$ cat src/inc/gated_counter_consts.svh
// Constants of the gated 16-bit counter: register byte offsets, field positions, reset values.
// Assumes inclusion by bare name from design and bench files.
`ifndef GATED_COUNTER_CONSTS_SVH
`define GATED_COUNTER_CONSTS_SVH

`define CTR_OFS_CONTROL 12'h000
`define CTR_OFS_GATE_CONTROL 12'h004
`define CTR_OFS_COUNT_LOW 12'h008
`define CTR_OFS_COUNT_HIGH 12'h00c
`define CTR_OFS_INT_STATUS 12'h010
`define CTR_OFS_INT_MASK 12'h014

`define CTR_BIT_COUNT_ON 0
`define CTR_BIT_CLOCK_EXT 1
`define CTR_POS_PRESCALE 2
`define CTR_BIT_SYNC_BYPASS 4
`define CTR_BIT_LP_OSC_ENABLE 5
`define CTR_CONTROL_WIDTH 6
`define CTR_CONTROL_RESET 6'h00

`define CTR_BIT_GATE_ENABLE 0
`define CTR_BIT_GATE_POLARITY 1
`define CTR_POS_GATE_SOURCE 2
`define CTR_BIT_GATE_LEVEL 4
`define CTR_GATE_WIDTH 4
`define CTR_GATE_RESET 4'h0

`define CTR_BIT_OVERFLOW 0
`define CTR_COUNT_RESET 16'h0000
`define CTR_COUNT_MAX 16'hffff
`define CTR_PRESCALE_RESET 3'h0
`define CTR_GATE_SOURCES 4

`endif

$ cat src/inc/gated_counter_pkg.sv
// Types used by the gated 16-bit counter; the bench does not use them.
// Assumes nothing of its surroundings.
package gated_counter_pkg;

  typedef logic [15:0] count_type;
  typedef logic [1:0] prescale_select_type;
  typedef logic [1:0] gate_source_type;
  typedef enum logic {clock_internal, clock_external} clock_source_type;

endpackage

$ cat src/rtl/gated_counter.sv
// Gated 16-bit up-counter with 1/2/4/8 prescaler, low-power oscillator control and APB registers.
// Assumes one clock pclk; all pin inputs pass level_sync before any logic reads them.
//
// Functional notes
// - Prescale ratio 1, 2, 4 or 8 chosen by the two-bit prescale_select field.
// - Prescale counter is hidden from software and cleared by any count byte write.
// - Low-power oscillator runs only while lp_osc_enable is set.
// - Enabled oscillator keeps running during sleep.
// - With sync_bypass set the external clock skips the extra synchronising stage.
// - Asynchronous mode with external clock keeps counting in sleep; overflow can wake.
// - Mode switches may lose one increment or add one; both are accepted.
// - Count byte reads return a valid value while counting from the external clock.
// - Counter counts freely or under control of the gate circuitry.
// - gate_enable turns gating on; gate_polarity picks the active gate level.
// - Gated counter increments only when gate level equals gate_polarity.
// - While the gate disables counting the count holds its value.
// - Gate signal is chosen from four sources by the gate source select field.
//
// The address map and register access over APB are this design's own decisions.
`timescale 1ns/100ps
`include "gated_counter_consts.svh"

module gated_counter (
  input wire logic pclk,
  input wire logic presetn,
  input wire logic psel,
  input wire logic penable,
  input wire logic pwrite,
  input wire logic [11:0] paddr,
  input wire logic [31:0] pwdata,
  output logic [31:0] prdata,
  output logic pready,
  output logic pslverr,
  input wire logic sleep,
  input wire logic ext_clock_pin,
  input wire logic crystal_in_pin,
  output logic crystal_out_pin,
  output logic osc_running,
  input wire logic [3:0] gate_source_pins,
  output logic irq
);

  logic [`CTR_CONTROL_WIDTH-1:0] counter_control_reg;
  logic [`CTR_GATE_WIDTH-1:0] gate_control_reg;
  gated_counter_pkg::count_type count_reg;
  gated_counter_pkg::count_type count_next;
  logic [2:0] prescale_reg;
  logic [2:0] prescale_next;
  logic overflow_flag;
  logic overflow_mask_reg;
  logic ext_stage_reg;
  logic clk_level_prev_reg;
  logic osc_drive_reg;

  logic ext_clock_sync;
  logic crystal_sync;
  logic [`CTR_GATE_SOURCES-1:0] gate_sync;

  // Every pin passes two flip-flops before it is used.
  level_sync ext_clock_sync_u (
    .clk(pclk),
    .rst_n(presetn),
    .async_in(ext_clock_pin),
    .sync_out(ext_clock_sync)
  );

  level_sync crystal_sync_u (
    .clk(pclk),
    .rst_n(presetn),
    .async_in(crystal_in_pin),
    .sync_out(crystal_sync)
  );

  genvar gi;
  generate
    for (gi = 0; gi < `CTR_GATE_SOURCES; gi = gi + 1) begin : gate_sync_g
      level_sync gate_sync_u (
        .clk(pclk),
        .rst_n(presetn),
        .async_in(gate_source_pins[gi]),
        .sync_out(gate_sync[gi])
      );
    end
  endgenerate

  // Configuration fields.
  wire count_on = counter_control_reg[`CTR_BIT_COUNT_ON];
  wire gated_counter_pkg::clock_source_type clock_source =
    gated_counter_pkg::clock_source_type'(counter_control_reg[`CTR_BIT_CLOCK_EXT]);
  wire gated_counter_pkg::prescale_select_type prescale_select =
    counter_control_reg[`CTR_POS_PRESCALE +: 2];
  wire sync_bypass = counter_control_reg[`CTR_BIT_SYNC_BYPASS];
  wire lp_osc_enable = counter_control_reg[`CTR_BIT_LP_OSC_ENABLE];
  wire gate_enable = gate_control_reg[`CTR_BIT_GATE_ENABLE];
  wire gate_polarity = gate_control_reg[`CTR_BIT_GATE_POLARITY];
  wire gated_counter_pkg::gate_source_type gate_source_sel =
    gate_control_reg[`CTR_POS_GATE_SOURCE +: 2];

  // The crystal replaces the external clock pin while the oscillator is enabled.
  wire ext_clock_level = lp_osc_enable ? crystal_sync : ext_clock_sync;

  // Sync mode adds one more stage; that stage is why a switch can drop or add one edge.
  wire selected_level = sync_bypass ? ext_clock_level : ext_stage_reg;
  wire ext_edge = selected_level & ~clk_level_prev_reg;

  // Internal clocking stops in sleep; only bypassed external counting survives it.
  wire sleep_ok = ~sleep |
    (sync_bypass & (clock_source == gated_counter_pkg::clock_external));
  wire source_tick = (clock_source == gated_counter_pkg::clock_external) ? ext_edge : 1'b1;

  wire gate_signal = gate_sync[gate_source_sel];
  wire gate_ok = ~gate_enable | (gate_signal == gate_polarity);
  wire count_allowed = count_on & gate_ok & sleep_ok;
  wire pre_tick = count_allowed & source_tick;

  wire [2:0] prescale_mask = (prescale_select == 2'h0) ? 3'h0 :
                             (prescale_select == 2'h1) ? 3'h1 :
                             (prescale_select == 2'h2) ? 3'h3 : 3'h7;
  wire prescale_done = ((prescale_reg & prescale_mask) == prescale_mask);
  wire count_tick = pre_tick & prescale_done;
  wire wrap = count_tick & (count_reg == `CTR_COUNT_MAX);

  // APB decode; the answer comes one cycle into the access phase.
  wire access = psel & penable;
  wire complete = access & pready;
  wire wr_done = complete & pwrite;
  wire hit_control = (paddr == `CTR_OFS_CONTROL);
  wire hit_gate = (paddr == `CTR_OFS_GATE_CONTROL);
  wire hit_low = (paddr == `CTR_OFS_COUNT_LOW);
  wire hit_high = (paddr == `CTR_OFS_COUNT_HIGH);
  wire hit_status = (paddr == `CTR_OFS_INT_STATUS);
  wire hit_mask = (paddr == `CTR_OFS_INT_MASK);
  wire hit_any = hit_control | hit_gate | hit_low | hit_high | hit_status | hit_mask;
  wire wr_low = wr_done & hit_low;
  wire wr_high = wr_done & hit_high;
  wire clear_overflow = wr_done & hit_status & pwdata[`CTR_BIT_OVERFLOW];
  wire wr_control = wr_done & hit_control;
  wire wr_gate = wr_done & hit_gate;
  wire wr_mask = wr_done & hit_mask;
  // Read data is taken in the wait cycle so that it stands while pready is high.
  wire rd_capture = access & ~pready & ~pwrite;

  // The count is sampled on pclk, so both bytes always read a settled value.
  wire [31:0] read_value =
    hit_control ? {26'h0000000, counter_control_reg} :
    hit_gate ? {27'h0000000, gate_signal, gate_control_reg} :
    hit_low ? {24'h000000, count_reg[7:0]} :
    hit_high ? {24'h000000, count_reg[15:8]} :
    hit_status ? {31'h00000000, overflow_flag} :
    hit_mask ? {31'h00000000, overflow_mask_reg} : 32'h00000000;

  // A byte write wins over a simultaneous increment; software is asked to stop first.
  always_comb begin
    count_next = count_reg;
    if (count_tick) begin
      count_next = count_reg + 16'h0001;
    end
    if (wr_low) begin
      count_next = {count_reg[15:8], pwdata[7:0]};
    end
    if (wr_high) begin
      count_next = {pwdata[7:0], count_reg[7:0]};
    end
  end

  always_comb begin
    prescale_next = prescale_reg;
    if (pre_tick) begin
      prescale_next = prescale_done ? `CTR_PRESCALE_RESET : prescale_reg + 3'h1;
    end
    if (wr_low | wr_high) begin
      prescale_next = `CTR_PRESCALE_RESET;
    end
  end

  // Each register has its own short process so that its reset value is plain to see.
  always_ff @(posedge pclk or negedge presetn) begin
    if (!presetn) begin
      pready <= 1'b0;
    end else begin
      pready <= access & ~pready;
    end
  end

  always_ff @(posedge pclk or negedge presetn) begin
    if (!presetn) begin
      pslverr <= 1'b0;
    end else begin
      pslverr <= access & ~pready & ~hit_any;
    end
  end

  always_ff @(posedge pclk or negedge presetn) begin
    if (!presetn) begin
      prdata <= 32'h00000000;
    end else if (rd_capture) begin
      prdata <= read_value;
    end
  end

  always_ff @(posedge pclk or negedge presetn) begin
    if (!presetn) begin
      counter_control_reg <= `CTR_CONTROL_RESET;
    end else if (wr_control) begin
      counter_control_reg <= pwdata[`CTR_CONTROL_WIDTH-1:0];
    end
  end

  always_ff @(posedge pclk or negedge presetn) begin
    if (!presetn) begin
      gate_control_reg <= `CTR_GATE_RESET;
    end else if (wr_gate) begin
      gate_control_reg <= pwdata[`CTR_GATE_WIDTH-1:0];
    end
  end

  always_ff @(posedge pclk or negedge presetn) begin
    if (!presetn) begin
      overflow_mask_reg <= 1'b0;
    end else if (wr_mask) begin
      overflow_mask_reg <= pwdata[`CTR_BIT_OVERFLOW];
    end
  end

  always_ff @(posedge pclk or negedge presetn) begin
    if (!presetn) begin
      count_reg <= `CTR_COUNT_RESET;
    end else begin
      count_reg <= count_next;
    end
  end

  always_ff @(posedge pclk or negedge presetn) begin
    if (!presetn) begin
      prescale_reg <= `CTR_PRESCALE_RESET;
    end else begin
      prescale_reg <= prescale_next;
    end
  end

  // The extra stage delays the external level by one clock in synchronous mode.
  always_ff @(posedge pclk or negedge presetn) begin
    if (!presetn) begin
      ext_stage_reg <= 1'b0;
    end else begin
      ext_stage_reg <= ext_clock_level;
    end
  end

  // Reset low matches the idle level of the clock pins, so no false edge follows reset.
  always_ff @(posedge pclk or negedge presetn) begin
    if (!presetn) begin
      clk_level_prev_reg <= 1'b0;
    end else begin
      clk_level_prev_reg <= selected_level;
    end
  end

  // A new overflow in the clearing cycle keeps the flag set.
  always_ff @(posedge pclk or negedge presetn) begin
    if (!presetn) begin
      overflow_flag <= 1'b0;
    end else if (wrap) begin
      overflow_flag <= 1'b1;
    end else if (clear_overflow) begin
      overflow_flag <= 1'b0;
    end
  end

  // Interrupt stays live in sleep so a bypassed external count can wake the core.
  always_ff @(posedge pclk or negedge presetn) begin
    if (!presetn) begin
      irq <= 1'b0;
    end else begin
      irq <= overflow_flag & overflow_mask_reg;
    end
  end

  // The amplifier output follows the crystal only while enabled; sleep does not stop it.
  always_ff @(posedge pclk or negedge presetn) begin
    if (!presetn) begin
      osc_drive_reg <= 1'b0;
    end else begin
      osc_drive_reg <= lp_osc_enable & ~crystal_sync;
    end
  end

  // Gating with the enable stops the drive in the same cycle in which osc_running falls.
  always_ff @(posedge pclk or negedge presetn) begin
    if (!presetn) begin
      crystal_out_pin <= 1'b0;
    end else begin
      crystal_out_pin <= osc_drive_reg & lp_osc_enable;
    end
  end

  always_ff @(posedge pclk or negedge presetn) begin
    if (!presetn) begin
      osc_running <= 1'b0;
    end else begin
      osc_running <= lp_osc_enable;
    end
  end

endmodule // gated_counter

$ cat src/rtl/level_sync.sv
// Two-flip-flop synchroniser for one level coming from a pin.
// Assumes the input is asynchronous to clk; only the second stage is visible.
`timescale 1ns/100ps

module level_sync (
  input wire logic clk,
  input wire logic rst_n,
  input wire logic async_in,
  output logic sync_out
);

  logic first_reg;

  always_ff @(posedge clk or negedge rst_n) begin
    if (!rst_n) begin
      first_reg <= 1'b0;
      sync_out <= 1'b0;
    end else begin
      first_reg <= async_in;
      sync_out <= first_reg;
    end
  end

endmodule // level_sync

$ cat config.mk
export PLATFORM = sky130hd
export DESIGN_NAME = gated_counter
export DESIGN_NICKNAME = d
export VERILOG_FILES = /design/src/inc/gated_counter_pkg.sv /design/src/rtl/gated_counter.sv /design/src/rtl/level_sync.sv
export VERILOG_INCLUDE_DIRS = /design/src /design/src/inc
export SDC_FILE = /design/constraint.sdc
export NUM_CORES = 1
export LEC_CHECK = 0
export BUFFER_PORTS_ARGS = -buffer_cell sky130_fd_sc_hd__buf_2
export CAP_MARGIN = 20
export CORE_MARGIN = 5
export CORE_UTILIZATION = 58
export CTS_BUF_LIST = sky130_fd_sc_hd__clkbuf_8
export DETAILED_ROUTE_END_ITERATION = 6
export PLACE_DENSITY_LB_ADDON = 0.3
export SETUP_SLACK_MARGIN = 0.02
export SYNTH_ARGS = -nofsm -noshare
export SYNTH_HDL_FRONTEND = slang
export SYNTH_HIERARCHICAL = 1
export SYNTH_SLANG_ARGS = --single-unit
$ cat constraint.sdc
create_clock -name pclk -period 3.2 [get_ports pclk]
set_input_delay 0.32 -clock pclk [delete_from_list [all_inputs] [get_ports pclk]]
set_output_delay 0.32 -clock pclk [all_outputs]
set_load 0.005 [all_outputs]
Word level (Yosys, flattened, before mapping)
Cells that the tools add are included.

Bitwise gates (word level): 40. Equal/unequal tests: 11. Order comparisons: 1. Reductions and logical operators: 8. Mux-type cells: 22. Add/sub/neg operators: 2.

Operators by type and width (number): 16-bit two-way mux (3); 8-bit two-way mux (4); 12-bit by 4-bit == test with 1-bit output, second input constant (2); 12-bit by 5-bit == test with 1-bit output, second input constant (2); 1-bit bitwise AND (23); 3-bit two-way mux (6); 16-bit by 1-bit adder with 16-bit output, second input constant (1); 16-bit == test, second input constant (1); 12-bit by 3-bit == test with 1-bit output, second input constant (1); 12-bit zero test (1); 1-bit two-way mux (8); 1-bit NOT (8); 1-bit OR (8); 2-bit nonzero test (4); 2-bit AND reduction (2); 3-bit by 1-bit adder with 3-bit output, second input constant (1); 3-bit bitwise AND (1); 3-bit == test (1); 2-bit by 3-bit less-than comparator with 1-bit output, second input constant (1); 1-bit binary-select mux with 2-bit select (1); 2-bit by 1-bit == test with 1-bit output, second input constant (1); 2-bit == test, second input constant (1); 2-bit zero test (1); 2-bit by 1-bit != test with 1-bit output, second input constant (1); 1-bit == test (1).

Input bits: 56. Flip-flop bits (word level): 83. Output and inout bits: 37.

Longest topological paths before layout
Word-level depth: 11. Gate-level depth with buffers: 8. Mapped depth without buffers: 6.

Hierarchy
Netlist, hierarchy kept.

By module, submodules not included: gated_counter (cells an instance 294, area each 2912.8 µm², instances 1); level_sync (cells an instance 2, area each 50.0 µm², instances 6).

Worst setup path after synthesis
Ideal clock, no wire load.

Path kind: in2reg. Start point: input port paddr[1]. End point: register count_reg[1]. Data arrival time: 1965 ps. Path slack: 1112 ps. Stages on the path: 8. Required time: 3077 ps. Setup time: 123 ps. Cells stage by stage: or3_1 clkbuf_1 nor4_4 and3_1 buf_2 nand2_1 o21a_1 o221a_2.

Word-level cells in the longest chain between the ends: 4. Elaborated cells between the ends (all ways): 8.

Ends and longest elaborated chain: start: declaration (RTL line gated_counter.sv:29) `input wire logic [11:0] paddr,`; 12-bit by 4-bit == test with 1-bit output (no line); 1-bit bitwise AND (on tied branches) (RTL line gated_counter.sv:134, gated_counter.sv:135); 2-bit nonzero test (no line) / 1-bit NOT (equally long branches); 2-bit AND reduction (no line); end signal: assignment (RTL line gated_counter.sv:227) `` count_reg <= `CTR_COUNT_RESET; ``; end signal: assignment (RTL line gated_counter.sv:229) `count_reg <= count_next;`; end: declaration (RTL line gated_counter.sv:45) `gated_counter_pkg::count_type count_reg;`.

Parallel ways exist; a longest one is shown, timed or not. The select of a mux whose other input is x is not followed. A chain may end at the register's enable or synchronous reset.

Final worst setup path
Start point: register gate_control_reg[3]. End point: register count_reg[8].

Word-level cells in the longest chain between the ends: 10.

Ends and longest elaborated chain: start: declaration (RTL line gated_counter.sv:44) `` logic [`CTR_GATE_WIDTH-1:0] gate_control_reg; ``; start signal: assignment (RTL line gated_counter.sv:211) `` gate_control_reg <= `CTR_GATE_RESET; ``; start signal: assignment (RTL line gated_counter.sv:213) `` gate_control_reg <= pwdata[`CTR_GATE_WIDTH-1:0]; ``; 1-bit binary-select mux with 2-bit select (RTL line gated_counter.sv:111) `wire gate_signal = gate_sync[gate_source_sel];`; 1-bit two-way mux (not written as such) (RTL line gated_counter.sv:111); 1-bit == test (RTL line gated_counter.sv:112) `wire gate_ok = ~gate_enable | (gate_signal == gate_polarity);`; 1-bit OR (RTL line gated_counter.sv:112); 1-bit bitwise AND (2 in a row) (RTL line gated_counter.sv:113) `wire count_allowed = count_on & gate_ok & sleep_ok;`; 1-bit bitwise AND (RTL line gated_counter.sv:114) `wire pre_tick = count_allowed & source_tick;`; 1-bit bitwise AND (RTL line gated_counter.sv:120) `wire count_tick = pre_tick & prescale_done;`; 2-bit nonzero test (no line); 2-bit AND reduction (no line).

No other way between the ends. The select of a mux whose other input is x is not followed.

==> summary.txt <==
Finish
  – Nets: 409
  – Finished Core Util: 66.14%
  – Area Overhead vs Synth: 11.95%
  – Filler cells: 441
  – Share of cells above drive strength 1: 25.92%
  – Fin cells: 427
  – Largest register FFs: 16
  – ANT cells: 0

CTS
  – Clock Latency Late Sink: 340 ps
  – CTS HTree Levels: 3
  – Sink Count: 59
  – Worst-path clk slew: 60 ps
  – TritonCTS Buffers: 9
  – Post-CTS sizing: 0
  – Longest Clk Path Bufs: 2
  – Post-CTS setup buffer count: 0
  – CTS tree: built
  – Clk root buf: clkbuf_8

Detailed routing
  – Pre-antenna DRT Iters: 5
  – Met3 wire length: 590 um
  – DRT iter0 DRCs: 246
  – DR vias: 2525
  – Detail Route Antenna Nets: 0
  – Routed WL: 7353 um
  – Met1 Wirelength: 3055 um
  – Highest Signal Layer: met4
  – DR WL/cell: 17.22 um
  – Vias per cell: 5.913
  – Routed wl met2: 3554 um
  – DRC Markers: 0

Synthesis
  – Distinct cells, synth: 60
  – Top_reg_cell synth: dfrtp_1
  – Synth Instances: 306
  – Synthesized area: 3213 um2
  – #FFs+latches synth: 59
  – Async set-reset flop share out of synthesis: 100.0%
  – EDFF count, synth: 0
  – Post-synthesis sequential area ratio: 45.95%
  – YS warnings: 6
  – Avg Cell Area, Syn: 10.50 um2

Power
  – Combinational Power Share: 5.6%
  – Clock power share: 44.6%
  – Peak VDD IR: 0.0002825 V
  – Sequential Power Share: 49.8%
  – P_sw: 0.3461 mW
  – Switching share of power: 22.67%
  – Pwr/cell area: 424.4 nW/um2
  – Internal power: 1.180 mW
  – P_leak: 1.711 nW

Floorplanning
  – I/O pin count: 93
  – Starting Density: 59.08%
  – Core area: 5439 um2
  – Die extent in x: 84.43 um
  – Number of placement rows: 27
  – Area of the die: 7128 um2
  – Die H: 84.43 um

Timing
  – RSZ-0062 raised after global routing: no
  – Minimum clock period: 2590 ps
  – Setup violators final: 0
  – Final Hold Viols: 0
  – Slew of the pin with the lowest slew margin: 713.0 ps
  – Final worst path period share: 80.95%
  – Slew margin rel.: 52.20%
  – Hold_ws: 82.66 ps
  – Clock Skews: 4.532 ps
  – Final Slew Violations: 0
  – Final setup TNS: 0 ps
  – FMAX: 0.3861 GHz

Critical path
  – Max incr delay on CP: 680 ps
  – Flop2flop setup slack: 610 ps
  – WP data required: 3420 ps
  – Worst setup EP type: flip-flop
  – Crit-path cells: mux2i_1 > mux2i_1 > o2111ai_2 > nor3_2 > a31oi_1 > a211o_1
  – Worst EP arrival: 2810 ps
  – Type of origin of the critical path: flip-flop
  – Critical path class: flip-flop to flip-flop
  – Slowest cell on the critical path: nor3_2
  – Crit path max-delay family: compound AO/OA/AOI/OAI gates
  – CP bufs+invs: 0
  – Worst-path fanout max: 12
  – Crit path top cell by count: mux2i_1

Global routing
  – Grt total ovfl: 0
  – Largest net degree at the start of global routing: 27
  – Tot GR Track Use: 21.93%
  – Vias in the first global route: 2418
  – First-pass GRT wire length: 12240 um
  – Initial antenna violation count: 0

Placement
  – Port bufs: 44
  – Routability cong.: 0.8987
  – HPWL after detailed placement: 5433 um
  – DP Cell Count: 411

Job
  – Max-cap check violation count: 0

Hold path
  – Hold Path Class: input pin to flip-flop

Run status
  – Outcome: completed
-- synthesized netlist by cell type, types with 6 or more instances --
library cell / count / area (um2)
o21ai_0: 10 / 50.05
mux2i_1: 10 / 100.1
nor3_1: 6 / 30.03
and3_1: 7 / 43.79
nor2_1: 20 / 75.07
clkbuf_1: 7 / 26.28
nand4_1: 7 / 43.79
dfrtp_1: 59 / 1476
nand2_1: 29 / 108.9
mux2_2: 12 / 135.1
and2_1: 6 / 37.54
a21oi_1: 9 / 45.04
buf_4: 24 / 180.2
a31oi_1: 7 / 43.79
inv_1: 6 / 22.52
nand3_1: 12 / 60.06
-- final cells by class --
cell class / count / area [um2] / area share (%)
Sequential cell: 59 / 1476 / 41.04
Clock buffer: 11 / 151.4 / 4.209
Tap cell: 72 / 90.09 / 2.504
Multi-Input combinational cell: 227 / 1554 / 43.20
Timing Repair Buffer: 48 / 252.7 / 7.026
Clock inverter: 4 / 50.05 / 1.391
Inverter: 6 / 22.52 / 0.6261
-- logic make-up (layout without fill, tap and decap cells) --
logic type,count (synthesis),after routing,synth area share (%)
AOI/OAI and AO/OA,57,57,13.98
xor gates and xnor gates,1,1,0.2726
adders and majority gates,2,2,0.7787
buffers and inverters,43,69,8.372
DFF,59,59,45.95
muxes,25,25,9.424
other,1,24,0.1167
and+or+nand+nor,118,118,21.11
-- metal layers --
layer	vias up	global-route usage, %
met5	-	0
met4	0	8.633
met3	17	6.281
met2	114	35.15
met1	1228	28.20
li1	1166	-
-- power by group through the flow --
stage               clock network [mW]  registers (mW)  logic (mW)
CTS                              0.695           0.760      0.0854
floorplan                            0           0.774      0.0581
finish                           0.680           0.760      0.0858
detailed placement                   0           0.774      0.0839
global route                     0.729           0.761      0.0971
global placement                     0           0.774      0.0825
-- path summary, 6_finish.rpt --
check                                                      from                                    to  depth (start not counted)
max in group asynchronous                               presetn                          count_reg[9]                          3
hold reg to reg            gate_sync_g[3].gate_sync_u/first_reg   gate_sync_g[3].gate_sync_u/sync_out                          0
min in group asynchronous                               presetn                       crystal_out_pin                          2
hold / removal                              gate_source_pins[0]  gate_sync_g[0].gate_sync_u/first_reg                          1
setup / recovery                            gate_control_reg[3]                          count_reg[8]                          6
setup reg to reg                            gate_control_reg[3]                          count_reg[8]                          6
-- placed cells by master, fill, tap and decap left out, types with 4 or more instances in the layout --
| master | instances |
|---|---|
| and3_1 | 7 |
| o221a_2 | 4 |
| nand2_1 | 29 |
| nor2_1 | 20 |
| nor2b_1 | 4 |
| or3_1 | 4 |
| o21ai_0 | 10 |
| a31oi_1 | 7 |
| clkbuf_8 | 11 |
| nor3_1 | 6 |
| and2_1 | 6 |
| nand3_1 | 12 |
| mux2_2 | 12 |
| mux2i_1 | 10 |
| buf_2 | 44 |
| dfrtp_1 | 59 |
| conb_1 | 24 |
| a21oi_1 | 9 |
| inv_1 | 6 |
| nand4_1 | 7 |
-- metrics by stage --
| step | setup slack (ps) | area (um2) | total power [mW] |
|---|---|---|---|
| floorplan | 1112 | 3299 | 0.8318 |
| global placement | 731.5 | 3386 | 0.8561 |
| detailed placement | 718.7 | 3386 | 0.8581 |
| CTS | 666.5 | 3597 | 1.541 |
| global route | 455.2 | 3597 | 1.587 |
| finish | 609.7 | 3597 | 1.527 |
-- timing repair --
item                                    4_1_cts  5_1_grt
hold buffers                                  1        0
hold endpoints to repair                     23        0
endpoints found under the setup margin        0        0
(Power assumes the default switching activity.)
